===== config.mk =====
export PLATFORM = sky130hd
export DESIGN_NAME = asr_ctrl
export DESIGN_NICKNAME = d
export VERILOG_FILES = /design/src/common/asr_pkg.sv /design/src/core/asr_tmr.sv /design/src/core/asr_ctrl.sv
export VERILOG_INCLUDE_DIRS = /design/src /design/src/common
export SDC_FILE = /design/constraint.sdc
export NUM_CORES = 1
export LEC_CHECK = 0
export ABC_AREA = 1
export BUFFER_PORTS_ARGS = -buffer_cell sky130_fd_sc_hd__buf_4
export CORE_MARGIN = 5
export CORE_UTILIZATION = 48
export DETAILED_ROUTE_END_ITERATION = 16
export GPL_TIMING_DRIVEN = 0
export PLACE_DENSITY = 0.76
export RECOVER_POWER = 25
export SKIP_LAST_GASP = 1
export SYNTH_ARGS = -nofsm -noshare
export SYNTH_HDL_FRONTEND = slang
export SYNTH_SLANG_ARGS = --single-unit

===== constraint.sdc =====
create_clock -name core_clk -period 2.3 [get_ports core_clk]
set_input_delay 0.69 -clock core_clk [delete_from_list [all_inputs] [get_ports core_clk]]
set_output_delay 0.69 -clock core_clk [all_outputs]
set_load 0.02 [all_outputs]

===== src/common/asr_defs.svh =====
// timing, width and count constants of the static ram access controller
// assumes a single 10 MHz core clock; all times are in ns
`ifndef ASR_DEFS_SVH
`define ASR_DEFS_SVH

`define ASR_CLK_NS 100
`define ASR_ADDR_W 15
`define ASR_DATA_W 8
`define ASR_TMR_W 8

// memory timing in ns
`define ASR_T_AA_NS 20
`define ASR_T_RC_NS 20
`define ASR_T_WP_NS 15
`define ASR_T_WHZ_NS 10
`define ASR_T_DW_NS 11
`define ASR_T_CW_NS 15
`define ASR_T_WR_NS 0

// least time to whole cycles, never below one
`define ASR_CYC_UP(t) ((((t) + `ASR_CLK_NS - 1) / `ASR_CLK_NS) < 1 ? 1 : \
	(((t) + `ASR_CLK_NS - 1) / `ASR_CLK_NS))

`define ASR_ACC_CYC (`ASR_CYC_UP(`ASR_T_AA_NS) > `ASR_CYC_UP(`ASR_T_RC_NS) ? \
	`ASR_CYC_UP(`ASR_T_AA_NS) : `ASR_CYC_UP(`ASR_T_RC_NS))
`define ASR_WP_CYC `ASR_CYC_UP(`ASR_T_WP_NS)
`define ASR_HIZ_CYC `ASR_CYC_UP(`ASR_T_WHZ_NS)
`define ASR_DW_CYC `ASR_CYC_UP(`ASR_T_DW_NS)
`define ASR_CW_CYC `ASR_CYC_UP(`ASR_T_CW_NS)
`define ASR_WR_CYC `ASR_CYC_UP(`ASR_T_WR_NS)

`endif


===== src/common/asr_pkg.sv =====
// types of the static ram access controller
// assumes nothing from asr_defs.svh; the state codes are fixed 3-bit values
package asr_pkg;
	typedef enum logic [2:0]
	{
		ASR_IDLE = 3'h0,
		ASR_RD_ACC = 3'h1,
		ASR_RD_HOLD = 3'h2,
		ASR_W_SETUP = 3'h3,
		ASR_W_HIZ = 3'h4,
		ASR_W_DATA = 3'h5,
		ASR_W_REC = 3'h6
	} asr_state_t;
endpackage


===== src/core/asr_tmr.sv =====
// phase timer: after a load of n, done is high in the n-th cycle
// assumes load is not given while the value is zero
`timescale 1ns/1ps
`include "asr_defs.svh"
module asr_tmr #(
	parameter int W = `ASR_TMR_W
) (
	input wire logic core_clk,
	input wire logic rst,
	input wire logic load,
	input wire logic [W-1:0] load_val,
	output logic done
);
	logic [W-1:0] cnt_reg;
	logic run_reg;

	if (W < 2) $error("asr_tmr: width too small");

	always_ff @(posedge core_clk or posedge rst)
	begin
		if (rst)
		begin
			cnt_reg <= '0;
			run_reg <= 1'b0;
		end
		else if (load)
		begin
			cnt_reg <= load_val - W'(1);
			run_reg <= 1'b1;
		end
		else if (run_reg)
		begin
			if (cnt_reg == '0)
				run_reg <= 1'b0;
			else
				cnt_reg <= cnt_reg - W'(1);
		end
	end

	assign done = run_reg && (cnt_reg == '0);
endmodule // asr_tmr


===== src/core/asr_ctrl.sv =====
// host side controller for an asynchronous 32k x 8 static ram
// assumes req fields synchronous to core_clk; sram_dq_in already resolved
`timescale 1ns/1ps
`include "asr_defs.svh"

module asr_ctrl
	import asr_pkg::*;
#(
	parameter int ACC_CYC = `ASR_ACC_CYC,
	parameter int WP_CYC = `ASR_WP_CYC,
	parameter int HIZ_CYC = `ASR_HIZ_CYC,
	parameter int DW_CYC = `ASR_DW_CYC,
	parameter int CW_CYC = `ASR_CW_CYC,
	parameter int WR_CYC = `ASR_WR_CYC
) (
	input wire logic core_clk,
	input wire logic rst,
	input wire logic req,
	input wire logic req_we,
	input wire logic req_cs_ctrl,
	input wire logic req_oe_low,
	input wire logic [`ASR_ADDR_W-1:0] req_addr,
	input wire logic [`ASR_DATA_W-1:0] req_wdata,
	output logic ready,
	output logic rvalid,
	output logic [`ASR_DATA_W-1:0] rdata,
	output logic wdone,
	output logic [`ASR_ADDR_W-1:0] sram_addr,
	output logic sram_cs_n,
	output logic sram_we_n,
	output logic sram_oe_n,
	output logic [`ASR_DATA_W-1:0] sram_dq_out,
	output logic sram_dq_oe_n,
	input wire logic [`ASR_DATA_W-1:0] sram_dq_in
);
	localparam int TW = `ASR_TMR_W;
	localparam int WP_DW = (WP_CYC > DW_CYC) ? WP_CYC : DW_CYC;
	localparam int CW_DW = (CW_CYC > DW_CYC) ? CW_CYC : DW_CYC;
	localparam int WE_LOW_MIN = (WP_CYC > HIZ_CYC + DW_CYC) ? WP_CYC : HIZ_CYC + DW_CYC;
	localparam int DATA_AFTER_HIZ = WE_LOW_MIN - HIZ_CYC;
	localparam int RD_LAT = ACC_CYC + 1;

	if (ACC_CYC < 1 || WP_CYC < 1 || HIZ_CYC < 1 || DW_CYC < 1 || CW_CYC < 1 || WR_CYC < 1)
		$error("asr_ctrl: every count must be at least one");
	if (WE_LOW_MIN >= 2 ** TW || CW_DW >= 2 ** TW || ACC_CYC >= 2 ** TW || WR_CYC >= 2 ** TW)
		$error("asr_ctrl: count too large for the phase timer");

	asr_state_t state_reg;
	logic cs_ctl_reg;
	logic oe_low_reg;
	logic tmr_load;
	logic [TW-1:0] tmr_val;
	logic tmr_done;
	logic take;
	logic ready_q;

	assign ready = ready_q;
	assign take = ready_q && req;

	// ==========================================================
	// phase timer loads
	always_comb
	begin
		tmr_load = 1'b0;
		tmr_val = '0;
		unique case (state_reg)
			ASR_IDLE, ASR_RD_HOLD:
			begin
				if (take)
				begin
					tmr_load = !req_we;
					tmr_val = TW'(ACC_CYC);
				end
			end
			ASR_RD_ACC:
			begin
				tmr_load = 1'b0;
			end
			ASR_W_SETUP:
			begin
				tmr_load = 1'b1;
				if (cs_ctl_reg)
					tmr_val = TW'(CW_DW);
				else if (oe_low_reg)
					tmr_val = TW'(HIZ_CYC);
				else
					tmr_val = TW'(WP_DW);
			end
			ASR_W_HIZ:
			begin
				tmr_load = tmr_done;
				tmr_val = TW'(DATA_AFTER_HIZ);
			end
			ASR_W_DATA:
			begin
				tmr_load = tmr_done;
				tmr_val = TW'(WR_CYC);
			end
			ASR_W_REC:
			begin
				tmr_load = 1'b0;
			end
			default:
			begin
				tmr_load = 1'b0;
			end
		endcase
	end

	asr_tmr #(.W(TW)) u_tmr (
		.core_clk(core_clk),
		.rst(rst),
		.load(tmr_load),
		.load_val(tmr_val),
		.done(tmr_done)
	);

	// ==========================================================
	// access sequencer and pins
	always_ff @(posedge core_clk or posedge rst)
	begin
		if (rst)
		begin
			state_reg <= ASR_IDLE;
			ready_q <= 1'b1;
			cs_ctl_reg <= 1'b0;
			oe_low_reg <= 1'b0;
			sram_addr <= '0;
			sram_cs_n <= 1'b1;
			sram_we_n <= 1'b1;
			sram_oe_n <= 1'b1;
			sram_dq_out <= '0;
			sram_dq_oe_n <= 1'b1;
		end
		else
		begin
			unique case (state_reg)
				ASR_IDLE, ASR_RD_HOLD:
				begin
					if (take && !req_we)
					begin
						state_reg <= ASR_RD_ACC;
						ready_q <= 1'b0;
						sram_addr <= req_addr;
						sram_cs_n <= 1'b0;
						sram_oe_n <= 1'b0;
						sram_we_n <= 1'b1;
						sram_dq_oe_n <= 1'b1;
					end
					else if (take)
					begin
						state_reg <= ASR_W_SETUP;
						ready_q <= 1'b0;
						cs_ctl_reg <= req_cs_ctrl;
						oe_low_reg <= req_oe_low;
						sram_addr <= req_addr;
						sram_dq_out <= req_wdata;
						sram_oe_n <= !req_oe_low;
						// select write: strobe first, select later
						sram_we_n <= !req_cs_ctrl;
						sram_cs_n <= req_cs_ctrl;
						sram_dq_oe_n <= 1'b1;
					end
					else if (state_reg == ASR_RD_HOLD)
					begin
						state_reg <= ASR_IDLE;
						sram_cs_n <= 1'b1;
						sram_oe_n <= 1'b1;
					end
				end
				ASR_RD_ACC:
				begin
					if (tmr_done)
					begin
						state_reg <= ASR_RD_HOLD;
						ready_q <= 1'b1;
					end
				end
				ASR_W_SETUP:
				begin
					if (cs_ctl_reg)
					begin
						state_reg <= ASR_W_DATA;
						sram_cs_n <= 1'b0;
						sram_dq_oe_n <= 1'b0;
					end
					else if (oe_low_reg)
					begin
						state_reg <= ASR_W_HIZ;
						sram_we_n <= 1'b0;
					end
					else
					begin
						state_reg <= ASR_W_DATA;
						sram_we_n <= 1'b0;
						sram_dq_oe_n <= 1'b0;
					end
				end
				ASR_W_HIZ:
				begin
					if (tmr_done)
					begin
						state_reg <= ASR_W_DATA;
						sram_dq_oe_n <= 1'b0;
					end
				end
				ASR_W_DATA:
				begin
					if (tmr_done)
					begin
						state_reg <= ASR_W_REC;
						sram_cs_n <= 1'b1;
						sram_we_n <= 1'b1;
						sram_oe_n <= 1'b1;
					end
				end
				ASR_W_REC:
				begin
					if (tmr_done)
					begin
						state_reg <= ASR_IDLE;
						ready_q <= 1'b1;
						sram_dq_oe_n <= 1'b1;
					end
				end
				default:
				begin
					state_reg <= ASR_IDLE;
				end
			endcase
		end
	end

	// ==========================================================
	// answers to the user side
	always_ff @(posedge core_clk or posedge rst)
	begin
		if (rst)
		begin
			rvalid <= 1'b0;
			rdata <= '0;
			wdone <= 1'b0;
		end
		else
		begin
			rvalid <= (state_reg == ASR_RD_ACC) && tmr_done;
			wdone <= (state_reg == ASR_W_REC) && tmr_done;
			if ((state_reg == ASR_RD_ACC) && tmr_done)
				rdata <= sram_dq_in;
		end
	end

	// ==========================================================
	// checks
	logic [TW-1:0] we_low_cnt;
	logic [TW-1:0] cs_low_cnt;

	always_ff @(posedge core_clk or posedge rst)
	begin
		if (rst)
		begin
			we_low_cnt <= '0;
			cs_low_cnt <= '0;
		end
		else
		begin
			we_low_cnt <= sram_we_n ? '0 : we_low_cnt + TW'(1);
			if (sram_cs_n)
				cs_low_cnt <= '0;
			else if (!sram_we_n)
				cs_low_cnt <= cs_low_cnt + TW'(1);
		end
	end
endmodule // asr_ctrl


==> results.toml <==
[status]
outcome = "completed"

[cts]
cts_hold_buf = 0
cts.clk_slew.worst_paths_ns = 0.09
clock_tree.root_cell = "sky130_fd_sc_hd__clkbuf_8"
ctsResizeCount = 0
clkSinkCount = 52
numCtsBuffers = 5
tritoncts = "yes"
clock_path_buffers = 2
cts_htree_levels = 2
clock_latency_ns = 0.31
cts_setup_buffers = 0

[placed_design]
dpl_cell_area_mm2 = 0.00308
port_buffers = 74
place.detailed.hpwl_um = 4040
pre_cts_ws_ns = -0.0264
post-place-cells = 427
globalplace.congestion = 0.945

[die]
chipWidth_um = 81
std_cell_rows = 25
core_area_mm2 = 0.00482
die_h_um = 81
initial_utilization = 0.502
die_area_mm2 = 0.00656
num_ports = 75

[power]
share_clk_of_total_power = 0.143
power.leakage_nw = 1.70
power_frac_comb = 0.499
worst_ir_drop_vdd_mv = 0.622
cell_internal_pwr_mw = 2.62
sequentialPowerShare = 0.358
swShare = 0.431
power_density_mw_per_mm2 = 1450
switchingPower_mw = 1.99

[yosys]
synth_seq_area_share = 0.540
postSynthRegisterBits = 52
postSynth.topFlopCell = "sky130_fd_sc_hd__dfrtp_1"
yosysTopAreaCell = "sky130_fd_sc_hd__dfrtp_1"
yosysUniqueCellTypes = 29
synthCells = 285
yosysWarnings = 0
synthArstFlopShare = 1.00
post-synth-top-count-cell = "sky130_fd_sc_hd__nand2_1"
syn_area_per_cell_um2 = 8.49
post-synth-top-area-fraction = 0.486
synth_area_mm2 = 0.00242
synth_enable_flop_cells = 0
netlist_top_cells_count = "sky130_fd_sc_hd__nand2_1 (127), sky130_fd_sc_hd__dfrtp_1 (47), sky130_fd_sc_hd__inv_1 (17), sky130_fd_sc_hd__nor2_1 (15), sky130_fd_sc_hd__o21ai_1 (11)"
post_synth_main_area_contributors = "sky130_fd_sc_hd__dfrtp_1 (49%), sky130_fd_sc_hd__nand2_1 (20%), sky130_fd_sc_hd__dfstp_2 (5.4%), sky130_fd_sc_hd__nor2_4 (3.3%), sky130_fd_sc_hd__inv_1 (2.6%)"
syn_nets = 323

[timing]
fmax_mhz = 481
worstMarginPinSlew_ns = 1.06
final_critical_path_setup_slack_ns = 0.219
timing.max_slew.rel_slack = 0.290
setup-violations-final = 0
layout_min_cycle_time_ns = 2.08
finalHoldViolCount = 0
fin_setup_tns_ns = 0
post-route-period-util = 0.905
fin_worst_hold_slack_ns = 0.358
report.final.slew_viol_count = 0
unrepaired_setup_endpoints_after_global_routing = "no"
clock-skew-final_ns = 0.00561

[setup_path]
crit_path_max_incr_delay_ns = 0.55
critical_path.endpoint_type = "flip-flop"
startpoint_type = "flip-flop"
crit_path_top_delay_cell = "sky130_fd_sc_hd__dfstp_2"
path_class = "reg -> reg"
timing.critical_path.mode_cell = "sky130_fd_sc_hd__nand2_1"
required_ns = 2.50
worst-endpoint-arrival_ns = 2.28
critPathMaxFanout = 7
crit_path_cell_trace = "nand2_1 -> nor2_1 -> a21oi_4 -> nand2_4 -> inv_2 -> nand2_1 -> ha_1 -> nand2_4 -> nor2_4 -> nand2_1 -> nand2_1 -> nand2_1"

[cells_and_area]
final_cell_area_mm2 = 0.00319
fin_nets = 405
registers.top_by_ff_count = "sram_addr"
layout.filler_cells = 440
area.growth.synth_to_final_pct = 31.6
largest_register_ffs = 15
diodes = 0
final-instance-count-excl-fill = 435
final_layout_size_suffix_gt1_frac = 0.318

[global_routing]
grtUsageTotal = 0.175
vias_in_the_first_global_route = 2090
grt_max_degree = 44
antenna_found_initial = 0
grt_pass1_wl_um = 9030
overflow_left_after_global_routing = 0

[drt]
routedWlPerCell_um = 12.4
detail-route-antenna-nets = 0
drt_wl_total_um = 5390
vias_per_cell = 4.75
dr.pass1.iters = 4
drt-initial-drc-count = 104
drc = 0
routed-via-count = 2065

[run]
max_cap_viol_count = 0

[min_path]
worstHoldPathType = "in -> async"
## path summary, 6_finish.rpt
check	start	end	slack, ns	depth (start not counted)
max in group asynchronous	rst	rdata[2]	0.59	3
worst min register to register	sram_dq_out[1]	sram_dq_out[1]	0.48	2
min in group core_clk	sram_dq_out[1]	sram_dq_out[1]	0.48	2
worst min-delay path	rst	sram_addr[3]	0.36	2
worst max register to register	ready	u_tmr.cnt_reg[6]	0.22	12
worst max-delay path	ready	u_tmr.cnt_reg[6]	0.22	12
## cell type report
cell class / count / area [um2] / share of cell area
Sequential cell: 52 / 1310 / 0.410
Multi-Input combinational cell: 203 / 993 / 0.312
Timing Repair Buffer: 75 / 561 / 0.176
Inverter: 27 / 101 / 0.0318
Tap cell: 67 / 83.8 / 0.0263
Clock buffer: 6 / 82.6 / 0.0259
Clock inverter: 2 / 38.8 / 0.0122
Buffer: 3 / 17.5 / 0.00550
## power groups by stage
stage          clock, mW  sequential, mW  combinational (mW)
3_5_place_dp           0            1.65                2.33
2_1_floorplan          0            1.99                1.18
6_report           0.657            1.65                2.30
4_1_cts            0.675            1.65                2.33
3_3_place_gp           0            1.65                2.26
5_1_grt            0.704            1.70                2.56
## cells by family (layout without fill, tap and decap cells)
| kind of cell | count (synthesis) | in the layout | share of synthesized area |
|---|---|---|---|
| AO/OA/AOI/OAI | 30 | 30 | 0.0770 |
| AND/OR/NAND/NOR | 170 | 170 | 0.321 |
| adder cells (fa/ha/maj) | 1 | 1 | 0.00517 |
| XOR/XNOR | 2 | 2 | 0.00724 |
| flip-flops | 52 | 52 | 0.540 |
| buffers and inverters | 30 | 113 | 0.0491 |
## layout by cell type, fill, tap and decap left out, types with 2 or more instances in the layout
cell type | netlist | layout
sky130_fd_sc_hd__o2111ai_1 | 2 | 2
sky130_fd_sc_hd__dfstp_2 | 5 | 5
sky130_fd_sc_hd__inv_2 | 8 | 8
sky130_fd_sc_hd__nand3_1 | 8 | 8
sky130_fd_sc_hd__nand4_1 | 4 | 4
sky130_fd_sc_hd__o21ai_0 | 4 | 4
sky130_fd_sc_hd__a21oi_1 | 6 | 6
sky130_fd_sc_hd__clkinv_1 | 2 | 2
sky130_fd_sc_hd__xnor2_1 | 2 | 2
sky130_fd_sc_hd__o21ai_1 | 11 | 11
sky130_fd_sc_hd__nor2_1 | 15 | 15
sky130_fd_sc_hd__nor2_2 | 2 | 2
sky130_fd_sc_hd__dfrtp_1 | 47 | 47
sky130_fd_sc_hd__buf_4 | 1 | 74
sky130_fd_sc_hd__clkbuf_8 | 0 | 6
sky130_fd_sc_hd__buf_2 | 2 | 2
sky130_fd_sc_hd__inv_1 | 17 | 17
sky130_fd_sc_hd__o211ai_1 | 3 | 3
sky130_fd_sc_hd__nand2_1 | 127 | 127
sky130_fd_sc_hd__nor2_4 | 7 | 7
sky130_fd_sc_hd__nand2_4 | 3 | 3
## worst max-delay path, delay by kind of cell, from the launching register on
family / cells / cell delay [ns]
compound gates: 1 / 0.13
flops: 1 / 0.55
fa+ha+maj: 1 / 0.19
simple gates: 9 / 1.01
buf+inv: 1 / 0.08
## through the flow
stage          power [mW]   util
2_1_floorplan        3.18      -
3_3_place_gp         3.91  0.635
3_5_place_dp         3.98  0.639
4_1_cts              4.65  0.664
5_1_grt              4.97  0.661
6_report             4.60  0.661
## per-layer routing
metal  vias to the layer above  routed length, um  global-route usage
met5                         -                  0                   0
met4                         0                133              0.0811
li1                       1062                  -                   -
met2                        56               2610               0.293
met1                       936               2370               0.219
met3                        11                282              0.0310
(Power assumes the default switching activity.)
